[config.mk]
export PLATFORM = sky130hd
export DESIGN_NAME = ddrfe_top
export DESIGN_NICKNAME = d
export VERILOG_FILES = /design/src/rtl/ddrfe_top.v
export VERILOG_INCLUDE_DIRS = /design/src /design/src/rtl
export SDC_FILE = /design/constraint.sdc
export NUM_CORES = 1
export LEC_CHECK = 0
export ABC_AREA = 1
export CORE_ASPECT_RATIO = 0.6
export CORE_UTILIZATION = 65
export DETAILED_ROUTE_END_ITERATION = 12
export DONT_BUFFER_PORTS = 1
export PLACE_DENSITY = 0.81
export REMOVE_ABC_BUFFERS = 1
export SETUP_SLACK_MARGIN = 0.3
export SLEW_MARGIN = 30
export SYNTH_ARGS = -nofsm -noshare
export SYNTH_HDL_FRONTEND = slang
export SYNTH_SLANG_ARGS = --single-unit
[constraint.sdc]
create_clock -name clock -period 16.7 [get_ports clock]
set_clock_uncertainty 0.2 [all_clocks]
set_input_delay 3.34 -clock clock [delete_from_list [all_inputs] [get_ports clock]]
set_output_delay 3.34 -clock clock [all_outputs]
set_load 0.1 [all_outputs]
[src/rtl/ddrfe_consts.vh]
// Purpose: constants for the DDR2 pin control front end
// Assumes: 100 MHz system clock samples all pins
// Notes: command codes are {cs_n, ras_n, cas_n, we_n}
`ifndef DDRFE_CONSTS_VH
`define DDRFE_CONSTS_VH
`define DDRFE_CMD_MRS     4'h0
`define DDRFE_CMD_REF     4'h1
`define DDRFE_CMD_PRE     4'h2
`define DDRFE_CMD_ACT     4'h3
`define DDRFE_CMD_WR      4'h4
`define DDRFE_CMD_RD      4'h5
`define DDRFE_CMD_NOP     4'h7
`define DDRFE_AP_BIT      10
`define DDRFE_EMR_RTT0    2
`define DDRFE_EMR_RTT1    6
`define DDRFE_EMR_DQSN    10
`define DDRFE_ST_IDLE     2'h0
`define DDRFE_ST_PPD      2'h1
`define DDRFE_ST_APD      2'h2
`define DDRFE_ST_SREF     2'h3
`define DDRFE_BANKS       8
`endif

[src/rtl/ddrfe_top.v]
// Purpose: DDR2 device-side control front end (command sampling, power states,
//          termination, write masking, bank decode)
// Assumes: ck and ck_n arrive asynchronously; sampled by clock through two flops
// Notes: read strobe output follows each crossing of the sampled clock pair on which read data is valid;
//        write beats that find a free entry wait in a two-entry buffer until the consumer takes them;
//        power state 0 idle, 1 and 2 power-down, 3 self refresh
`timescale 1ns/100ps
`include "ddrfe_consts.vh"
module ddrfe_top #(
  parameter ADDR_W = 13,
  parameter BA_W   = 3,
  parameter DQ_W   = 16
) (
  input  wire              clock,
  input  wire              rst_n,
  input  wire              ck,
  input  wire              ck_n,
  input  wire              cke,
  input  wire              cs_n,
  input  wire              ras_n,
  input  wire              cas_n,
  input  wire              we_n,
  input  wire [BA_W-1:0]   ba,
  input  wire [ADDR_W-1:0] addr,
  input  wire              odt,
  input  wire              dqs_in,
  input  wire [DQ_W-1:0]   dq_in,
  input  wire              upper_byte_write_mask,
  input  wire              lower_byte_write_mask,
  input  wire [DQ_W-1:0]   rd_data,
  input  wire              rd_valid,
  output wire              rd_ready,
  input  wire              wr_ready,
  output wire              wr_valid,
  output reg  [DQ_W-1:0]   wr_data,
  output reg  [1:0]        wr_byte_en,
  output reg               cmd_valid,
  output reg  [3:0]        cmd_code,
  output reg  [BA_W-1:0]   cmd_bank,
  output reg  [ADDR_W-1:0] cmd_addr,
  output reg               cmd_all_banks,
  output reg  [ADDR_W-1:0] mode_reg,
  output reg  [ADDR_W-1:0] ext_mode_reg,
  output reg  [1:0]        power_state,
  output reg               clk_run,
  output reg               rx_data_en,
  output reg               rx_ck_en,
  output reg               term_on,
  output reg  [DQ_W-1:0]   dq_out,
  output reg  [DQ_W-1:0]   dq_oe,
  output reg               upper_byte_strobe,
  output reg               lower_byte_strobe,
  output reg               strobe_oe,
  output reg               strobe_n_oe
);

  reg rst_m_q, rst_s_q;
  always @(posedge clock or negedge rst_n) begin
    if (!rst_n) begin
      rst_m_q <= 1'b0;
      rst_s_q <= 1'b0;
    end else begin
      rst_m_q <= 1'b1;
      rst_s_q <= rst_m_q;
    end
  end

  // Two-flop synchronisers for every pin
  localparam SW = 9 + BA_W + ADDR_W + 1 + DQ_W + 2;
  wire [SW-1:0] pin_raw = {ck, ck_n, cke, cs_n, ras_n, cas_n, we_n, odt, dqs_in,
                           ba, addr, 1'b0, dq_in,
                           upper_byte_write_mask, lower_byte_write_mask};
  reg  [SW-1:0] pin_m_q, pin_s_q;
  genvar si;
  generate
    for (si = 0; si < SW; si = si + 1) begin : g_sync
      always @(posedge clock or negedge rst_s_q) begin
        if (!rst_s_q) begin
          pin_m_q[si] <= 1'b0;
          pin_s_q[si] <= 1'b0;
        end else begin
          pin_m_q[si] <= pin_raw[si];
          pin_s_q[si] <= pin_m_q[si];
        end
      end
    end
  endgenerate

  // Field positions in the synchronised pin vector
  localparam P_CK   = SW - 1;
  localparam P_CKN  = SW - 2;
  localparam P_CKE  = SW - 3;
  localparam P_CMD  = SW - 4;
  localparam P_ODT  = SW - 8;
  localparam P_DQS  = SW - 9;
  localparam P_BA   = SW - 10;
  localparam P_ADDR = SW - 10 - BA_W;
  localparam P_DQ   = DQ_W + 1;
  localparam P_DM   = 1;

  wire              ck_s   = pin_s_q[P_CK];
  wire              ckn_s  = pin_s_q[P_CKN];
  wire              cke_s  = pin_s_q[P_CKE];
  wire [3:0]        cmd_s  = pin_s_q[P_CMD -: 4];
  wire              odt_s  = pin_s_q[P_ODT];
  wire              dqs_s  = pin_s_q[P_DQS];
  wire [BA_W-1:0]   ba_s   = pin_s_q[P_BA -: BA_W];
  wire [ADDR_W-1:0] addr_s = pin_s_q[P_ADDR -: ADDR_W];
  wire [DQ_W-1:0]   dq_s   = pin_s_q[P_DQ -: DQ_W];
  wire [1:0]        dm_s   = pin_s_q[P_DM -: 2];


  reg ck_prev_q, ckn_prev_q, dqs_prev_q;
  always @(posedge clock or negedge rst_s_q) begin
    if (!rst_s_q) begin
      ck_prev_q  <= 1'b0;
      ckn_prev_q <= 1'b1;
      dqs_prev_q <= 1'b0;
    end else begin
      ck_prev_q  <= ck_s;
      ckn_prev_q <= ckn_s;
      dqs_prev_q <= dqs_s;
    end
  end
  wire xr = ck_s & ~ck_prev_q & (~ckn_s | ckn_prev_q);
  wire xf = ~ck_s & ck_prev_q;
  wire dqs_edge = dqs_s ^ dqs_prev_q;

  reg [`DDRFE_BANKS-1:0] open_q;
  reg                    wr_act_q, rd_act_q;
  wire                   dqsn_en = ~ext_mode_reg[`DDRFE_EMR_DQSN];
  wire                   pd_st   = (power_state != `DDRFE_ST_IDLE);
  // clocks still watched in power-down, but not in self refresh
  wire                   ck_ok   = (power_state != `DDRFE_ST_SREF);
  wire                   xr_ok   = xr & ck_ok;

  // Power state machine
  reg [1:0] power_state_d;
  always @* begin
    power_state_d = power_state;
    case (power_state)
      `DDRFE_ST_IDLE: begin
        // entry sampled on crossing; state by bank status, then refresh command
        if (xr && !cke_s) begin
          if (open_q != {`DDRFE_BANKS{1'b0}})
            power_state_d = `DDRFE_ST_APD;
          else if (cmd_s == `DDRFE_CMD_REF)
            power_state_d = `DDRFE_ST_SREF;
          else
            power_state_d = `DDRFE_ST_PPD;
        end
      end
      `DDRFE_ST_PPD, `DDRFE_ST_APD: begin
        if (xr && cke_s)
          power_state_d = `DDRFE_ST_IDLE;
      end
      `DDRFE_ST_SREF: begin
        if (cke_s)
          power_state_d = `DDRFE_ST_IDLE;
      end
      default: power_state_d = `DDRFE_ST_IDLE;
    endcase
  end

  always @(posedge clock or negedge rst_s_q) begin
    if (!rst_s_q) begin
      power_state <= `DDRFE_ST_IDLE;
    end else begin
      power_state <= power_state_d;
    end
  end

  // internal clocks and buffers follow clock enable and state
  always @(posedge clock or negedge rst_s_q) begin
    if (!rst_s_q) begin
      clk_run    <= 1'b0;
      rx_data_en <= 1'b0;
      rx_ck_en   <= 1'b1;
    end else begin
      clk_run    <= cke_s & ~pd_st;
      // data, command and address receivers off in power-down
      rx_data_en <= cke_s & ~pd_st;
      // clock receivers off in self refresh
      rx_ck_en   <= ck_ok;
    end
  end

  // chip select masks; reads and writes assume clock enable held
  wire cmd_take = xr_ok && cke_s && !pd_st && !cmd_s[3];

  // termination gate sees an opcode written on this same crossing
  reg [ADDR_W-1:0] ext_mode_d;
  always @* begin
    ext_mode_d = ext_mode_reg;
    if (cmd_take && (cmd_s == `DDRFE_CMD_MRS) && ba_s[0])
      ext_mode_d = addr_s;
  end
  wire rtt_en_d = ext_mode_d[`DDRFE_EMR_RTT0] | ext_mode_d[`DDRFE_EMR_RTT1];

  // one open-row flag per bank; address bit ten closes all
  genvar gi;
  generate
    for (gi = 0; gi < `DDRFE_BANKS; gi = gi + 1) begin : g_bank
      localparam [BA_W-1:0] BANK_ID = gi;
      wire hit = (ba_s == BANK_ID);
      always @(posedge clock or negedge rst_s_q) begin
        if (!rst_s_q) begin
          open_q[gi] <= 1'b0;
        end else if (cmd_take) begin
          if ((cmd_s == `DDRFE_CMD_ACT) && hit)
            open_q[gi] <= 1'b1;
          else if ((cmd_s == `DDRFE_CMD_PRE) && (addr_s[`DDRFE_AP_BIT] || hit))
            open_q[gi] <= 1'b0;
        end
      end
    end
  endgenerate

  always @(posedge clock or negedge rst_s_q) begin
    if (!rst_s_q) begin
      cmd_valid     <= 1'b0;
      cmd_code      <= `DDRFE_CMD_NOP;
      cmd_bank      <= {BA_W{1'b0}};
      cmd_addr      <= {ADDR_W{1'b0}};
      cmd_all_banks <= 1'b0;
      mode_reg      <= {ADDR_W{1'b0}};
      ext_mode_reg  <= {ADDR_W{1'b0}};
      term_on       <= 1'b0;
    end else begin
      cmd_valid <= cmd_take;
      if (xr_ok) begin
        // registered termination; gated by extended mode
        term_on <= odt_s & rtt_en_d & ~pd_st;
      end
      if (cmd_take) begin
        cmd_code      <= cmd_s;
        cmd_bank      <= ba_s;
        cmd_addr      <= addr_s;
        cmd_all_banks <= (cmd_s == `DDRFE_CMD_PRE) & addr_s[`DDRFE_AP_BIT];
        case (cmd_s)
          `DDRFE_CMD_MRS: begin
            // low bank bit picks register; opcode from address
            if (ba_s[0])
              ext_mode_reg <= addr_s;
            else
              mode_reg <= addr_s;
          end
          default: mode_reg <= mode_reg;
        endcase
      end
    end
  end

  // Write beat capture into two-entry buffer
  always @(posedge clock or negedge rst_s_q) begin
    if (!rst_s_q) begin
      wr_act_q <= 1'b0;
      rd_act_q <= 1'b0;
    end else begin
      if (cmd_take)
        wr_act_q <= (cmd_s == `DDRFE_CMD_WR);
      if (cmd_take)
        rd_act_q <= (cmd_s == `DDRFE_CMD_RD);
    end
  end

  reg [DQ_W+1:0] buf_q [0:1];
  reg            wp_q, rp_q;
  reg [1:0]      cnt_q;
  wire           beat_in = wr_act_q & dqs_edge & rx_data_en;
  wire           push    = beat_in & (cnt_q != 2'h2);
  wire           pop     = wr_valid & wr_ready;
  assign wr_valid = (cnt_q != 2'h0);
  always @(posedge clock or negedge rst_s_q) begin
    if (!rst_s_q) begin
      wp_q  <= 1'b0;
      rp_q  <= 1'b0;
      cnt_q <= 2'h0;
      buf_q[0] <= {(DQ_W+2){1'b0}};
      buf_q[1] <= {(DQ_W+2){1'b0}};
    end else begin
      if (push) begin
        // inverted mask bits become byte enables; masked bytes are still stored
        buf_q[wp_q] <= {~dm_s, dq_s};
        wp_q <= ~wp_q;
      end
      if (pop)
        rp_q <= ~rp_q;
      case ({push, pop})
        2'b10:   cnt_q <= cnt_q + 2'h1;
        2'b01:   cnt_q <= cnt_q - 2'h1;
        default: cnt_q <= cnt_q;
      endcase
    end
  end
  always @* begin
    wr_data    = buf_q[rp_q][DQ_W-1:0];
    wr_byte_en = buf_q[rp_q][DQ_W+1:DQ_W];
  end


  // Read path driven on both crossings
  assign rd_ready = rd_act_q & (xr | xf) & clk_run;
  always @(posedge clock or negedge rst_s_q) begin
    if (!rst_s_q) begin
      dq_out            <= {DQ_W{1'b0}};
      dq_oe             <= {DQ_W{1'b0}};
      upper_byte_strobe <= 1'b0;
      lower_byte_strobe <= 1'b0;
      strobe_oe         <= 1'b0;
      strobe_n_oe       <= 1'b0;
    end else begin
      if (rd_ready && rd_valid) begin
        // data and strobe change on the same crossing
        dq_out            <= rd_data;
        upper_byte_strobe <= xr;
        lower_byte_strobe <= xr;
      end
      // drivers off while clock enable low
      dq_oe       <= {DQ_W{rd_act_q & clk_run}};
      strobe_oe   <= rd_act_q & clk_run;
      // one bit gates all complementary strobes
      strobe_n_oe <= rd_act_q & clk_run & dqsn_en;
    end
  end
  // term_on applies to data, strobes and masks at the pad ring only

endmodule // ddrfe_top

==> results_dict.tcl <==
set metrics [dict create \
    nFillCells 732 \
    htreeDepth 1 \
    grt_overflow_total 0 \
    synthAdderAreaFrac_pct 0.661 \
    fin_crit_sh_pct 35.4 \
    vias 4637 \
    die_w_um 141 \
    crit_path_top_delay_cell "buf_6" \
    async_reset_ff_share_pct 100 \
    synth_seq_area_share_pct 70.5 \
    core_um2 11300 \
    synth_compound_gate_area_share_pct 9.25 \
    start_util_pct 66.8 \
    drt_iter0_drc 227 \
    gp_congestion 0.813 \
    numCtsBuffers 18 \
    required_ns 13.16 \
    largest_reg_flops 43 \
    syn_area_um2 7570 \
    grt_pass1_vias 4741 \
    totalWireLength_um 15000 \
    setup_viol_count_final 0 \
    cap_violations 0 \
    antenna_found_initial 1 \
    timing.rr.start "power_state[0]" \
    dpl_cell_area_um2 7840 \
    avgRoutedWirePerCell_um 17.8 \
    rsz0062_at_grt "false" \
    drive_gt1_share_pct 13.3 \
    clkSlewWorstSetupHoldPaths_ns 0.07 \
    synth_mux_area_share_pct 0 \
    place_hpwl_um 9900 \
    synth-simple-area-share_pct 12.5 \
    viasPerCell 5.50 \
    cts_resized 0 \
    cts_tree "built" \
    cts_setup_buffers 0 \
    path_cells "buf_6 > buf_16" \
    cts_hold_buf 0 \
    avgSynthCellArea_um2 11.1 \
    top_regs "pin_m_q x43, buf_q x36" \
    place.port_buffers 0 \
    top_register "pin_m_q" \
    synth-main-ff-cell "dfrtp_1" \
    worst_ep_arrival_time_ns 2.37 \
    max_stage_delay_ns 0.70 \
    synthToLayoutAreaGrowth_pct 11.8 \
    cp.depth 2 \
    drc 0 \
    synthesis.instances 683 \
    final-hold-violation-count 0 \
    status "complete, no violations" \
    clkSinkCount 213 \
    die_h_um 85.6 \
    slew-limit-headroom_pct 34.2 \
    finalCriticalPeriod_ns 5.91 \
    timing.setup.tns_ns 0 \
    grt_max_degree 76 \
    die-area_um2 12100 \
    path_max_fanout 5 \
    yosys_register_bits 213 \
    reg2reg_depth 8 \
    final_core_util_pct 74.7 \
    synth_xor_area_share_pct 0.463 \
    clock.fmax_mhz 169 \
    ys_types 32 \
    clk_latency_ns 0.47 \
    final_antenna_net_count 0 \
    worst_pin_slew_ns 0.987 \
    rows 30 \
    nets 739 \
    crit_path_start_kind "flip-flop" \
    cp-end-kind "output port" \
    synth_edf_count 0 \
    clk_path_buf_depth 3 \
    root_buffer "clkbuf_16" \
    hp-class "reg -> async" \
    critical-path-top-delay-family "buffers and inverters" \
    critPathKind "reg -> out" \
    path_buf_inv 2 \
    grt_pass1_wl_um 23500 \
    startpoint "dq_oe[0]" \
    yosysWarnings 0 \
    io-pin-count 173 \
    fin_area_um2 8470 \
    grt_use_total_pct 25.3 \
    first_pass_iters 4 \
    slew_violations 0 \
    synth_top_family_by_area "simple AND/OR/NAND/NOR gates" \
]
-- area by class of cell --
cell class,instances,area [µm²],area share (%)
clock buffer,24,514,6.07
multi-input combinational,365,1940,22.9
sequential,213,5350,63.2
timing repair buffer,10,146,1.73
antenna,1,2.50,0.0296
clock inverter,6,80.1,0.946
inverter,64,240,2.84
tap,160,200,2.36
-- final timing paths --
kind                          endpoint  slack [ns]
min in group clock             ba_s[2]        0.14
min reg2reg                    dq_s[3]       0.005
max reg2reg                mode_reg[9]       13.40
min                            dq_s[3]       0.005
max                           dq_oe[1]       10.79
max in group asynchronous      rst_s_q       13.86
-- metrics by stage --
step                setup slack (ns)  instances  hold slack, ns
global placement               10.44        810           0.131
floorplan                       2.75        642           0.131
finish                         10.79        843         0.00510
CTS                            10.77        841           0.144
detailed placement             11.29        811           0.135
global route                   10.74        843          0.0373
-- cell usage after synthesis (2+ instances only) --
cell / instances / area (µm²)
a21oi_1: 10 / 50.1
a21oi_2: 2 / 17.5
buf_2: 7 / 35.0
buf_4: 18 / 135
buf_6: 4 / 45.0
clkbuf_1: 11 / 41.3
dfrtp_1: 208 / 5200
dfstp_2: 5 / 131
ha_1: 4 / 50.1
inv_1: 63 / 236
nand2_1: 191 / 717
nand2_2: 3 / 18.8
nand3_1: 13 / 65.1
nor2_1: 15 / 56.3
nor2_2: 3 / 18.8
o21a_1: 2 / 15.0
o21ai_0: 88 / 440
o21ai_2: 13 / 114
o22ai_1: 7 / 43.8
o31ai_1: 2 / 15.0
xnor2_1: 2 / 17.5
xor2_1: 2 / 17.5
-- per-layer routing --
layer	track usage (%)	vias to the layer above	wire [µm]
li1	-	2104	-
met3	6.92	34	1030
met1	33.1	2322	6310
met5	0	-	0
met2	42.1	177	7230
met4	8.00	0	417
-- kinds of logic (layout without fill, tap and decap cells) --
kind of cell / count (synthesis) / after routing
AOI/OAI and AO/OA: 125 / 125
xor gates and xnor gates: 4 / 4
adders and majority gates: 4 / 4
buffers and inverters: 105 / 104
DFF: 213 / 213
other: 1 / 2
and+or+nand+nor: 231 / 231
-- cells in the final DEF (no fill, tap or decap), types with 2 or more instances in the layout --
master and instances:
nand2_2 3, nor2_1 15, xor2_1 2, a21oi_2 2, dfrtp_4 2, o22ai_1 7
clkbuf_16 19, o21ai_0 70, nand2_1 191, dfstp_2 5, inv_2 2, nor2_2 3
bufinv_16 2, o21a_1 2, clkinv_2 4, nand3_1 13, clkbuf_8 2, clkbuf_1 3
buf_4 4, inv_1 62, o21ai_4 18, dfrtp_2 2, buf_6 3, a21oi_1 10
o21ai_2 13, dfrtp_1 204, ha_1 4, xnor2_1 2, buf_16 3, o31ai_1 2
Power is not shown: default switching activity piles up to over one toggle a cycle in this logic, so the estimate is an artifact.
